===== config.mk =====
export PLATFORM = sky130hd
export DESIGN_NAME = host_bus_port
export DESIGN_NICKNAME = d
export VERILOG_FILES = /design/src/logic/host_port_pkg.sv /design/src/logic/host_bus_port.sv /design/src/logic/irq_pulse.sv
export SDC_FILE = /design/constraint.sdc
export NUM_CORES = 1
export LEC_CHECK = 0
export ABC_CLOCK_PERIOD_IN_PS = 4600
export BUFFER_PORTS_ARGS = -buffer_cell sky130_fd_sc_hd__buf_2
export CAP_MARGIN = 40
export CORE_UTILIZATION = 50
export CTS_CLUSTER_SIZE = 8
export DETAILED_ROUTE_END_ITERATION = 7
export GPL_TIMING_DRIVEN = 1
export HOLD_SLACK_MARGIN = 0.02
export PLACE_DENSITY = 0.95
export RECOVER_POWER = 25
export SLEW_MARGIN = 5
export SYNTH_ARGS = -nofsm -noshare
export SYNTH_HDL_FRONTEND = slang
export SYNTH_SLANG_ARGS = --single-unit

===== constraint.sdc =====
create_clock -name mclk -period 4.6 [get_ports mclk]
set_input_delay 0.69 -clock mclk [delete_from_list [all_inputs] [get_ports mclk]]
set_output_delay 0.69 -clock mclk [all_outputs]
set_load 0.05 [all_outputs]

===== src/logic/host_port_pkg.sv =====
// =============================================================================
// Shared constants and carriers
// =============================================================================
package host_port_pkg;

   // Host address map (low two address lines)
   localparam logic [1:0]  ADDR_HOLD     = 2'h0; // Write: load holding; read: holding
   localparam logic [1:0]  ADDR_TARGET   = 2'h1; // Write: holding to target; read: sync flags
   localparam logic [1:0]  ADDR_CHAN     = 2'h2; // Read: channel output data
   localparam logic [1:0]  ADDR_CFG_RD   = 2'h3; // Read: core config readback

   // Interrupt setup target address and field layout
   localparam logic [15:0] IRQ_CFG_ADDR  = 16'h0010;
   localparam int          IRQ_SEL_LSB   = 0;
   localparam int          IRQ_LEN_LSB   = 8;

   // Reset values
   localparam logic [15:0] HOLD_RST      = 16'h0000;
   localparam logic [7:0]  IRQ_LEN_RST   = 8'h01;
   localparam logic [1:0]  IRQ_SEL_RST   = 2'h0;

   // Host bus pins as sampled on mclk
   typedef struct packed {
      logic        chip_sel_n;
      logic        write_strobe_n;  // Doubles as data_strobe_n in style high
      logic        read_strobe_n;   // Doubles as read/write line in style high
      logic        bus_style;       // Low: separate strobes, high: strobe plus direction
      logic [2:0]  addr;
      logic [15:0] data;
   } host_in_s;

   // Write into the core's target register space
   typedef struct packed {
      logic        valid;
      logic [15:0] addr;
      logic [15:0] data;
   } cfg_wr_s;

endpackage


===== src/logic/host_bus_port.sv =====
`timescale 1ns/1ps
// =============================================================================
// Summary of operation
// - Sixteen-bit two-way host data bus, bit 15 is the most significant.
// - Three address lines accepted, only the lower two are decoded.
// - Style low: write strobe rising edge with chip select low transfers.
// - Style high, direction low: data strobe rising edge performs the write.
// - Style high, direction high: addressed data driven while data strobe low.
// - Style low: addressed data driven while read strobe and chip select low.
// - Static style pin picks strobe scheme; pulled low by default.
// - New data on selected channel raises interrupt for programmed cycle count.
// - Channel output data readable only for synchronized channels.
// =============================================================================
module host_bus_port
   import host_port_pkg::*;
#(
   parameter int NUM_CH = 4,
   parameter int DATA_W = 16,
   parameter int LEN_W  = 8
) (
   input  wire logic                         mclk,
   input  wire logic                         arst_n,
   input  wire host_in_s                     host_in,
   output logic [DATA_W-1:0]                 host_data_out,
   output logic                              host_data_oe_n,
   output logic                              new_data_irq,
   output cfg_wr_s                           cfg_wr,
   output logic [15:0]                       cfg_rd_addr,
   input  wire logic [15:0]                  cfg_rd_data,
   input  wire logic [NUM_CH*DATA_W-1:0]     chan_data,
   input  wire logic [NUM_CH-1:0]            chan_synced,
   input  wire logic [NUM_CH-1:0]            chan_new
);

   localparam int SEL_W = $clog2(NUM_CH);

   // =========================================================================
   // Strobe decode
   // =========================================================================
   logic              wr_strobe_q;
   logic              write_edge;
   logic              read_active;
   logic [1:0]        reg_sel;
   logic [15:0]       holding;
   logic [SEL_W-1:0]  irq_sel;
   logic [LEN_W-1:0]  irq_len;
   logic [DATA_W-1:0] next_rdata;
   logic [SEL_W-1:0]  rd_chan;

   // Delayed strobe for rising-edge detection
   always_ff @(posedge mclk or negedge arst_n) begin
      if (!arst_n) begin
         wr_strobe_q <= 1'b1;
      end else begin
         wr_strobe_q <= host_in.write_strobe_n;
      end
   end

   // Style pin selects which line qualifies the write edge
   always_comb begin
      write_edge = !wr_strobe_q && host_in.write_strobe_n && !host_in.chip_sel_n;
      if (host_in.bus_style) begin
         write_edge = write_edge && !host_in.read_strobe_n;
      end
   end

   // Read window per style
   always_comb begin
      if (host_in.bus_style) begin
         read_active = !host_in.write_strobe_n && host_in.read_strobe_n
                       && !host_in.chip_sel_n;
      end else begin
         read_active = !host_in.read_strobe_n && !host_in.chip_sel_n;
      end
   end

   // Top address line ignored
   assign reg_sel = host_in.addr[1:0];

   // =========================================================================
   // Write path
   // =========================================================================

   // Holding register load from the bus
   always_ff @(posedge mclk or negedge arst_n) begin
      if (!arst_n) begin
         holding <= HOLD_RST;
      end else if (write_edge && reg_sel == ADDR_HOLD) begin
         holding <= host_in.data;
      end
   end

   // Holding register moved to target named on the bus
   always_ff @(posedge mclk or negedge arst_n) begin
      if (!arst_n) begin
         cfg_wr <= '0;
      end else begin
         cfg_wr.valid <= write_edge && reg_sel == ADDR_TARGET;
         cfg_wr.addr  <= host_in.data;
         cfg_wr.data  <= holding;
      end
   end

   // Interrupt setup caught from target writes
   always_ff @(posedge mclk or negedge arst_n) begin
      if (!arst_n) begin
         irq_sel <= SEL_W'(IRQ_SEL_RST);
         irq_len <= LEN_W'(IRQ_LEN_RST);
      end else if (write_edge && reg_sel == ADDR_TARGET && host_in.data == IRQ_CFG_ADDR) begin
         irq_sel <= holding[IRQ_SEL_LSB +: SEL_W];
         irq_len <= holding[IRQ_LEN_LSB +: LEN_W];
      end
   end

   // =========================================================================
   // Read path
   // =========================================================================

   // Channel picked by holding register low bits
   assign rd_chan = holding[SEL_W-1:0];

   // Core readback address follows holding register
   always_ff @(posedge mclk or negedge arst_n) begin
      if (!arst_n) begin
         cfg_rd_addr <= HOLD_RST;
      end else begin
         cfg_rd_addr <= holding;
      end
   end

   // Read data mux
   always_comb begin
      case (reg_sel)
         ADDR_HOLD:   next_rdata = holding;
         ADDR_TARGET: next_rdata = DATA_W'(chan_synced);
         ADDR_CHAN: begin
            if (chan_synced[rd_chan]) begin
               next_rdata = chan_data[rd_chan*DATA_W +: DATA_W];
            end else begin
               next_rdata = '0;
            end
         end
         ADDR_CFG_RD: next_rdata = cfg_rd_data;
         default:     next_rdata = '0;
      endcase
   end

   // Registered bus drive, released outside reads
   always_ff @(posedge mclk or negedge arst_n) begin
      if (!arst_n) begin
         host_data_out  <= '0;
         host_data_oe_n <= 1'b1;
      end else begin
         host_data_out  <= read_active ? next_rdata : '0;
         host_data_oe_n <= !read_active;
      end
   end

   // =========================================================================
   // Interrupt
   // =========================================================================
   irq_pulse #(
      .NUM_CH (NUM_CH),
      .LEN_W  (LEN_W)
   ) u_irq (
      .mclk     (mclk),
      .arst_n   (arst_n),
      .chan_new (chan_new),
      .irq_sel  (irq_sel),
      .irq_len  (irq_len),
      .irq      (new_data_irq)
   );

   // =========================================================================
   // Checks
   // =========================================================================
   drive_only_read_a: assert property (@(posedge mclk) disable iff (!arst_n)
      !host_data_oe_n |-> $past(read_active))
      else $error("bus driven outside a read");

   read_drives_a: assert property (@(posedge mclk) disable iff (!arst_n)
      !host_in.bus_style && !host_in.read_strobe_n && !host_in.chip_sel_n
      |=> !host_data_oe_n)
      else $error("separate-strobe read not driven");

   ds_read_drives_a: assert property (@(posedge mclk) disable iff (!arst_n)
      host_in.bus_style && host_in.read_strobe_n && !host_in.write_strobe_n
      && !host_in.chip_sel_n |=> !host_data_oe_n ##0 host_data_out == $past(next_rdata))
      else $error("data-strobe read not driven");

   hold_load_a: assert property (@(posedge mclk) disable iff (!arst_n)
      write_edge && host_in.addr[1:0] == ADDR_HOLD |=> holding == $past(host_in.data))
      else $error("holding register not loaded");

   target_write_a: assert property (@(posedge mclk) disable iff (!arst_n)
      write_edge && reg_sel == ADDR_TARGET
      |=> cfg_wr.valid && cfg_wr.data == $past(holding) && cfg_wr.addr == $past(host_in.data))
      else $error("target transfer missing");

   no_write_on_read_a: assert property (@(posedge mclk) disable iff (!arst_n)
      host_in.bus_style && host_in.read_strobe_n |=> !cfg_wr.valid)
      else $error("write taken while direction line reads");

   unsync_zero_a: assert property (@(posedge mclk) disable iff (!arst_n)
      read_active && reg_sel == ADDR_CHAN && !chan_synced[rd_chan] |=> host_data_out == '0)
      else $error("unsynchronized channel data exposed");

   idle_released_a: assert property (@(posedge mclk) disable iff (!arst_n)
      !read_active |=> host_data_oe_n && host_data_out == '0)
      else $error("bus not released after read");

   desel_no_write_a: assert property (@(posedge mclk) disable iff (!arst_n)
      host_in.chip_sel_n |=> !cfg_wr.valid && holding == $past(holding))
      else $error("write taken while deselected");

   dir_read_hold_a: assert property (@(posedge mclk) disable iff (!arst_n)
      host_in.bus_style && host_in.read_strobe_n |=> holding == $past(holding))
      else $error("holding loaded while direction line reads");

   irq_setup_a: assert property (@(posedge mclk) disable iff (!arst_n)
      write_edge && reg_sel == ADDR_TARGET && host_in.data == IRQ_CFG_ADDR
      |=> irq_len == cfg_wr.data[IRQ_LEN_LSB +: LEN_W]
      && irq_sel == cfg_wr.data[IRQ_SEL_LSB +: SEL_W])
      else $error("interrupt setup not taken from holding");

endmodule // host_bus_port


===== src/logic/irq_pulse.sv =====
`timescale 1ns/1ps
// =============================================================================
// New-data interrupt pulse stretcher
// =============================================================================
module irq_pulse
   import host_port_pkg::*;
#(
   parameter int NUM_CH = 4,
   parameter int LEN_W  = 8
) (
   input  wire logic                      mclk,
   input  wire logic                      arst_n,
   input  wire logic [NUM_CH-1:0]         chan_new,
   input  wire logic [$clog2(NUM_CH)-1:0] irq_sel,
   input  wire logic [LEN_W-1:0]          irq_len,
   output logic                           irq
);

   logic [LEN_W-1:0] cnt;
   logic             event_hit;

   // Event on the selected channel only
   assign event_hit = chan_new[irq_sel];

   // Pulse of irq_len cycles, zero length stretched to one
   always_ff @(posedge mclk or negedge arst_n) begin
      if (!arst_n) begin
         cnt <= '0;
         irq <= 1'b0;
      end else if (event_hit) begin
         cnt <= (irq_len == '0) ? LEN_W'(1) : irq_len;
         irq <= 1'b1;
      end else if (cnt > LEN_W'(1)) begin
         cnt <= cnt - LEN_W'(1);
      end else begin
         cnt <= '0;
         irq <= 1'b0;
      end
   end

   irq_start_a: assert property (@(posedge mclk) disable iff (!arst_n)
      event_hit && irq_len != '0 |=> irq && cnt == $past(irq_len))
      else $error("irq did not start with programmed length");

   irq_end_a: assert property (@(posedge mclk) disable iff (!arst_n)
      $fell(irq) |-> $past(cnt) == LEN_W'(1) && !$past(event_hit))
      else $error("irq ended before its count ran out");

endmodule // irq_pulse

# == Word-level counts from Yosys, hierarchy flattened ==
# Index checks and enable logic that the tools add are counted.
# classes
addsub,1
mux,14
n_eq_ne,5
magnitude_cmp,3
n_shift,1
reduce_logical,16
# ops
operator,count
$pmux 16 s4,1
$shiftx 64x7->16,1
$mux 16,2
$mux 8,3
$eq 16x5->1 const B,1
$logic_and 1x1->1,9
$gt 8x1->1 const B,1
$logic_not 8->1,1
$sub 8x1->8 const B,1
$lt 2x3->1 const B,2
$mux 1,6
$logic_not 1->1,5
$bmux 1 s2,2
$eq 2x2->1 const B,2
$eq 2x1->1 const B,1
$logic_not 2->1,1
$ne 2x1->1 const B,1
# totals
word_cells,51
input_bits,113
output_inout_bits,67
regBits,86

# == Longest topological paths before layout ==
# Gate-level depths: netlist of the first run.
# logic_depth
depth_word,7
mapped_depth,6
ltp_nobuf,6

# == Hierarchy ==
# From an unflattened synthesis of the first run, not the netlist that was laid out.
# hier_totals
hier_cells,272
area_unflattened_um2,3734.8
# modules_own_cells
mod,cells_each,seq_area_each_um2,instances,area_each_um2
host_bus_port,222,1930.6,1,3214.3
irq_pulse,50,225.2,1,520.5

# == Worst setup path before layout of the first run ==
# OpenSTA, ideal clock, no wires.
# synth_timing
kind,input to register
startpoint,input host_in[13] in the netlist's numbering
endpoint,register irq_len[1]
setup_slack_ns,2.575
setup_ns,0.125
path_buffers,0
required_ns,4.475
cell_stages,4
t_arrival_ns,1.901
path_cell_list,nor4_1 nand4_1 nor4_4 mux2_2
# synth_via
elab_chain_cells,2
# synth_rtl
item,line,text
from (decl),host_bus_port.sv:23,"input wire host_in_s host_in,"
$eq 16x5->1,host_bus_port.sv:109,end else if (write_edge && reg_sel == ADDR_TARGET && host_in.data == IRQ_CFG_ADDR) begin
$logic_and 1x1->1,host_bus_port.sv:109,
to (signal assigned),host_bus_port.sv:108,irq_len <= LEN_W'(IRQ_LEN_RST);
to (signal assigned),host_bus_port.sv:111,irq_len <= holding[IRQ_LEN_LSB +: LEN_W];
to (decl),host_bus_port.sv:46,logic [LEN_W-1:0] irq_len;
# No other way between the ends.
# A chain may end at the register's enable or synchronous reset.

# == Worst setup path in the final report of the first run ==
# layout_timing
startpoint,register holding[0]
endpoint,register host_data_out[2]
# layout_via
elab_chain_cells,5
word_cells_on_any_way,6
cone_classes,1 x shift; 5 x mux
# layout_rtl
item,line,text
from (decl),host_bus_port.sv:44,logic [15:0] holding;
from (signal assigned),host_bus_port.sv:89,holding <= host_in.data;
branches (longest 2 deep; another with $shiftx 64x7->16),n/a,
$mux 16 (*),host_bus_port.sv:137,if (chan_synced[rd_chan]) begin
$pmux 16 s4 (*),host_bus_port.sv:133,case (reg_sel)
$mux 16 (*),host_bus_port.sv:154,host_data_out <= read_active ? next_rdata : '0;
to (signal assigned),host_bus_port.sv:154,
to (decl),host_bus_port.sv:24,"output logic [DATA_W-1:0] host_data_out,"
# Mark *: on every way between the ends. The select of a mux whose other input is x is not followed.

==> results.md, run 1 <==
* Inserted Clock Buffers at 9
* Share of flip-flops with an asynchronous set or reset at 100%
* Count of final hold-check violations at 0
* Number of buffers inserted to repair setup after CTS at 0
* Maxcap violations at 1
* Die span in y at between 80 and 90 um
* Register area share after synthesis at between 50% and 60%
* Cell with the most instances after synthesis: dfrtp_1
* Number of nets at the end of the flow at between 500 and 600
* Pin count of the biggest net entering global routing at 64
* Arrival time of the worst setup path at roughly 3.2 ns
* Post-synth EDFFs at 0
* Violated checks: capacitance limit, slew limit
* Count of antenna-violating nets left after detailed routing at 0
* Setup repair after global routing missed its margin: no
* Initial antenna violation count at 0
* Diodes inserted at 0
* Count of hold buffers inserted by post-cts repair at 0
* Shortest period the worst path allows at between 2 and 3 ns
* Actual slew at the worst max-slew pin at ~1.5 ns
* Final design instance area without fill at approximately 4700 um^2
* Grt total ovfl at 0
* Worst min-delay path class: reg -> reg
* Run status: finished, violations left
* IO buf count at approximately 180
* Power, Total at between 2 and 2.5 mW
* Reported leakage power at 2.35 nW
* Prevailing post-synth register cell: dfrtp_1
* Initial standard-cell utilization of the core at approximately 52%
* Routed via count divided by cell count at 5.32
* Maximum level of the CTS H-tree at 3
* Switching pwr at approximately 900 uW
* Worst Setup Start Kind: flip-flop
* Number of top-level pins at 180
* Slew Limit Fails at 19
* Post-synth top area cell: dfrtp_1
* Maximum ir drop on the vdd rail at 0.000190 V
* Die width at 88.2 um
* Clock transition time at the flip-flop clock pins of the worst setup and hold paths at around 0.080 ns
* Total clock sinks at 86
* Vias in the first global route at between 2000 and 3000
* Top post-synthesis cells by area: dfrtp_1, mux4_2, mux2_2, buf_4, a22oi_1
* Mapped Area at about 3700 um^2
* Layout Cells excl Fill at roughly 540
* Area grow syn2layout at 27.4%
* Weighted congestion at the end of routability-driven global placement at around 0.86
* Instance count of the mapped netlist at around 280
* Share of total power in combinational logic at between 30% and 40%
* First-pass GRT wire length at roughly 14 mm
* Wire length per cell after detailed routing at around 17 um
* Insertion delay to the later sink of the worst-skew pair at between 0.3 and 0.4 ns
* Max clock buf depth at 2
* Initial drt markers at approximately 160
* Count of yosys warnings during synthesis at 0
* Layout cells sized above 1 at between 50 and 60%
* #FFs+latches synth at between 80 and 90
* Clock root buffer: clkbuf_8
* Cell area reported after detailed placement at ~4600 um^2
* Total DRC errors in the routed layout at 0
* Number of search-and-repair iterations in the first detailed-routing pass at 4
* Relative slew slack at -0.00649%
* Aggregate routed wire length at 9.33 mm
* Total routing resource utilization after global routing at between 20% and 30%
* Critical path type: reg -> reg
* Syn avg cell area at 13.5 um^2
* Pwr Density at around 480 nW/um^2
* Share of the clock period used by the worst path at 65.1%
* Part of the power in the clock network at between 20 and 25%
* Die Footprint at a little under 8000 um^2
* Max Fanout on Critical Path at 21
* Core utilization of the finished layout at about two thirds
* Number of distinct standard cells referenced by the synthesized netlist at 33
* Setup-violating endpoint count in the final report at 0
* Synth cell count leaders: dfrtp_1, mux2_2, nand2_1
* Clock tree from TritonCTS: done
* Detailed-route via count at 2881
* Setup tns final at 0 ns
* Count of cells resized by post-cts repair at 0
* Setup skew after layout at 0.00913 ns
* Required time of the worst setup path at between 4 and 5 ns
* Share of total power consumed by net switching at ~40%
* Area fraction of the dominant cell type after synthesis at ~56%
* Post-synthesis net count at about 400
* Internal power at 1.36 mW
* Fraction of power consumed by sequential logic at between 40% and 50%
* Endpoint class of the critical path: flip-flop
* Cell Rows at 31
* Inst Count DP at around 530
* FMAX at around 330 MHz
* Hpwl dp at 7.21 mm
* Core area at roughly 7000 um^2
==> critical path: stages, from the launching register on <==
cell	delay, ns
dfrtp_1	0.32
clkbuf_1	1.08
mux4_2	0.63
and3_1	0.37
a221oi_1	0.37
nor3_1	0.09
==> logic make-up after synthesis <==
logic type      synth area share (%)
buf+inv                         5.62
flops                           58.0
xor+xnor                        1.41
fa+ha+maj                      0.673
mux                             18.8
simple gates                    7.78
compound gates                  7.74
==> final timing paths <==
kind	from	endpoint	slack [ns]	cells past startpoint
min in group asynchronous	arst_n	cfg_rd_addr[11]	0.62	1
hold reg to reg	holding[3]	cfg_rd_addr[3]	0.45	0
setup reg to reg	holding[0]	host_data_out[2]	1.61	5
max in group asynchronous	arst_n	wr_strobe_q	3.02	2
hold / removal	holding[3]	cfg_rd_addr[3]	0.45	0
setup / recovery	holding[0]	host_data_out[2]	1.61	5
==> registers in the layout (all words and copies together), names as in the netlist, 2 cells and up <==
signal,flops
host_data_out,16
u_irq.cnt,8
cfg_rd_addr,16
irq_sel,2
holding,16
irq_len,8
cfg_wr,17
==> cell type report <==
cell class,count,area (um^2)
fillers,553,2480
inverters,7,26.3
clock inverters,4,22.5
repair buffers,182,911
multi-input cells,152,1350
clock buffers,12,145
flip-flops and latches,86,2160
well taps,99,124
==> power by group through the flow <==
| stage | clock network (mW) | registers, mW | logic (mW) |
|---|---|---|---|
| floorplan | 0 | 1.13 | 0.483 |
| global placement | 0 | 0.969 | 0.804 |
| detailed placement | 0 | 0.976 | 0.828 |
| CTS | 0.468 | 0.963 | 0.833 |
| global route | 0.498 | 0.977 | 0.888 |
| finish | 0.462 | 0.964 | 0.829 |
==> metrics by stage <==
stage,hold WS [ns],worst slack (ns)
finish,0.448,1.61
global route,0.459,1.24
CTS,0.231,2.12
detailed placement,0.421,1.76
global placement,0.403,1.84
floorplan,0.369,2.57
==> metal layers <==
| layer | routed length [um] | GRT usage, % | part of all wire [%] | vias up |
|---|---|---|---|---|
| li1 | - | - | - | 1313 |
| met1 | 3600 | 31.3 | 39 | 1385 |
| met2 | 4820 | 41.9 | 52 | 163 |
| met3 | 663 | 4.20 | 7.1 | 20 |
| met4 | 239 | 11.6 | 2.6 | 0 |
| met5 | 0 | 0 | 0 | - |
==> cell usage in the layout (no fill, tap or decap), types with 2 or more instances in the layout <==
master,count
nor2_1,7
xor2_1,2
dfstp_2,3
a21oi_1,16
a221oi_1,4
nor4_1,6
mux4_2,18
nand2_1,22
ha_1,2
clkinv_2,3
o31ai_1,2
inv_1,7
xnor2_1,4
clkbuf_8,10
buf_2,160
mux2_2,26
nand2b_1,2
o21ai_0,7
nor3_1,10
a22oi_1,12
clkbuf_1,22
dfrtp_1,83
Power figures use the tool's default switching activity.
==> run 2: changes to the inputs <==
ABC_CLOCK_PERIOD_IN_PS = 2600   (was 4600)
CORE_UTILIZATION = 42   (was 50)
PLACE_DENSITY = 0.87   (was 0.95)
clock period = 2.6 ns   (was 4.6 ns; I/O delays follow)
==> run 2 against run 1 <==
  * The flow now finishes without violations
  * Critical endpoint is now host_data_out[3]
  * Register-to-register slack lost 0.87 ns
  * Wire length shrank 0.65%
  * Core utilization shrank 8.1 points
  * Critical path depth shrank 1
  * Hold slack lost 0.29 ns
  * Highest routed layer unchanged
  * Global-route usage shrank 2.8 points
  * Count of clock-buffer cells in the layout shrank 3
  * First-iteration DRC count shrank 2.6%
  * Non-clock buffer count grew 5
  * Sequential share of layout area shrank 0.83 points
  * Die area grew 19%
==> results.md, run 2 (synthesis gave the netlist of run 1 again) <==
* Layout Cells excl Fill at 553 (+2.0%)
* Initial standard-cell utilization of the core at 44.3% (-7.2 points)
* Initial drt markers at 151 (-2.6%)
* Die span in y at 96.1 um (+8.9%)
* Setup repair after global routing missed its margin: no
* Buf+Inv Stages, Crit Path at 0 (-1)
* Routed via count divided by cell count at 5.23 (-1.6%)
* Setup tns final at 0 ns (unchanged)
* Max clock buf depth at 2 (unchanged)
* Core area at 8380 um^2 (+16%)
* Setup Slack @ Placement at 0.575 ns (-1.18 ns)
* Insertion delay to the later sink of the worst-skew pair at 0.36 ns (about the same)
* Total clock sinks at 86 (unchanged)
* Reported leakage power at 2.39 nW (+1.9%)
* Layout cells sized above 1 at 52.0% (+0.99 points)
* Required time of the worst setup path at 2.81 ns (-2.02 ns)
* Endpoint class of the critical path: flip-flop
* Relative slew slack at 51.4% (+51 points)
* Clock root buffer: clkbuf_8
* Pin count of the biggest net entering global routing at 72 (+13%)
* Cell Rows at 33 (+6.5%)
* Inserted Clock Buffers at 9 (unchanged)
* Total DRC errors in the routed layout at 0 (unchanged)
* Wire length per cell after detailed routing at 16.8 um (-2.6%)
* Aggregate routed wire length at 9.27 mm (-0.65%)
* Vias in the first global route at 2903 (+2.9%)
* Final critical-path setup slack at 0.736 ns (-0.871 ns)
* Share of the clock period used by the worst path at 71.7% (+6.6 points)
* Clock tree from TritonCTS: done
* Detailed-route via count at 2891 (+0.35%)
* Number of flip-flops in the largest register at 17 (unchanged)
* Number of search-and-repair iterations in the first detailed-routing pass at 4 (unchanged)
* Critical path type: reg -> reg
* First-pass GRT wire length at 14.8 mm (+5.3%)
* Crit path max-delay cell type: mux4_2
* Hpwl dp at 7.22 mm (about the same)
* Grt total ovfl at 0 (unchanged)
* Run status: finished clean
* Slew Limit Fails at 0 (-19)
* Setup-violating endpoint count in the final report at 0 (unchanged)
* Worst min-delay path class: in -> reg
* Weighted congestion at the end of routability-driven global placement at 0.848 (-1.6%)
* Number of top-level pins at 180 (unchanged)
* Clock transition time at the flip-flop clock pins of the worst setup and hold paths at 0.10 ns (+0.02 ns)
* Actual slew at the worst max-slew pin at 0.728 ns (-0.772 ns)
* Number of buffers inserted to repair setup after CTS at 0 (unchanged)
* Pwr Density at 858 nW/um^2 (+80%)
* Die Footprint at 9230 um^2 (+19%)
* Maximum ir drop on the vdd rail at 0.000354 V (+86%)
* Diodes inserted at 0 (unchanged)
* CP max stage delay at 0.49 ns (-0.59 ns)
* Max Fanout on Critical Path at 16 (-24%)
* FMAX at 537 MHz (+61%)
* Area grow syn2layout at 29.8%
* Count of antenna-violating nets left after detailed routing at 0 (unchanged)
* Worst Setup Start Kind: flip-flop
* Most used cells in the layout excluding fill and tap cells: buf_2, dfrtp_1, mux2_2
* Crit path cell chain: mux4_2 -> and3_1 -> a221oi_1 -> nor3_1
* Leading cell type in the layout, fill and taps excluded: buf_2
* Shortest period the worst path allows at 1.86 ns (-1.13 ns)
* Inst Count DP at 536 (+1.9%)
* IO buf count at 178 (unchanged)
* CP top delay family: multiplexers
* Die width at 96.1 um (+8.9%)
* Core utilization of the finished layout at 57.6% (-8.1 points)
* Arrival time of the worst setup path at 2.08 ns (-1.14 ns)
* Count of final hold-check violations at 0 (unchanged)
* Total routing resource utilization after global routing at 22.0% (-2.8 points)
* Initial antenna violation count at 0 (unchanged)
* Maxcap violations at 0 (-1)
* Number of nets at the end of the flow at 558 (+0.90%)
* Power, Total at 4.14 mW (+84%)
* Maximum level of the CTS H-tree at 3 (unchanged)
* Largest Register: cfg_wr
* Setup skew after layout at 0.0205 ns (+0.0114 ns)
## run 2: routing by layer
layer	vias up	part of all wire (%)	GRT usage, %
met4	0	1.4	6.47
li1	1329	-	-
met1	1405	39	27.0
met5	-	0	0
met3	13	6.7	4.90
met2	144	53	38.7
## run 2: final cells by class
| type | count | area, um^2 |
|---|---|---|
| flip-flops and latches | 86 | 2160 |
| clock buffers | 9 | 124 |
| inverters | 7 | 26.3 |
| fillers | 701 | 3560 |
| well taps | 105 | 131 |
| multi-input cells | 152 | 1350 |
| clock inverters | 7 | 80.1 |
| repair buffers | 187 | 955 |
## run 2: worst paths after layout
path	start	to	slack [ns]	cells after the start
worst min-delay path	host_in[8]	cfg_wr[24]	0.16	1
worst max register to register	holding[0]	host_data_out[3]	0.74	4
worst max-delay path	holding[0]	host_data_out[3]	0.74	4
worst min register to register	holding[3]	cfg_rd_addr[3]	0.45	0
max in group asynchronous	arst_n	cfg_rd_addr[14]	1.32	4
min in group asynchronous	arst_n	cfg_wr[20]	0.46	2
## run 2: worst register-to-register path: stages (launching register included)
cell	delay, ns
dfrtp_1	0.37
mux4_2	0.49
and3_1	0.37
a221oi_1	0.38
nor3_1	0.10
## run 2: metrics by stage
| step | hold slack (ns) | area [um^2] |
|---|---|---|
| 6_report | 0.161 | 4820 |
| 5_1_grt | 0.161 | 4820 |
| 4_1_cts | 0.144 | 4850 |
| 3_5_place_dp | 0.201 | 4640 |
| 3_3_place_gp | 0.406 | 4610 |
| 2_1_floorplan | 0.0944 | 3720 |
## run 2: repair_timing
action                     CTS  global route
hold endpoints to repair     3             0
resized for setup            0             0
hold buffers                 1             0
setup endpoints to repair    0             0
## run 2: power by group
| group | switching [mW] | total [mW] | internal (mW) |
|---|---|---|---|
| sequential | 0.172 | 1.71 | 1.54 |
| clock | 0.510 | 0.967 | 0.457 |
| combinational | 0.962 | 1.46 | 0.499 |
| total | 1.64 | 4.14 | 2.50 |
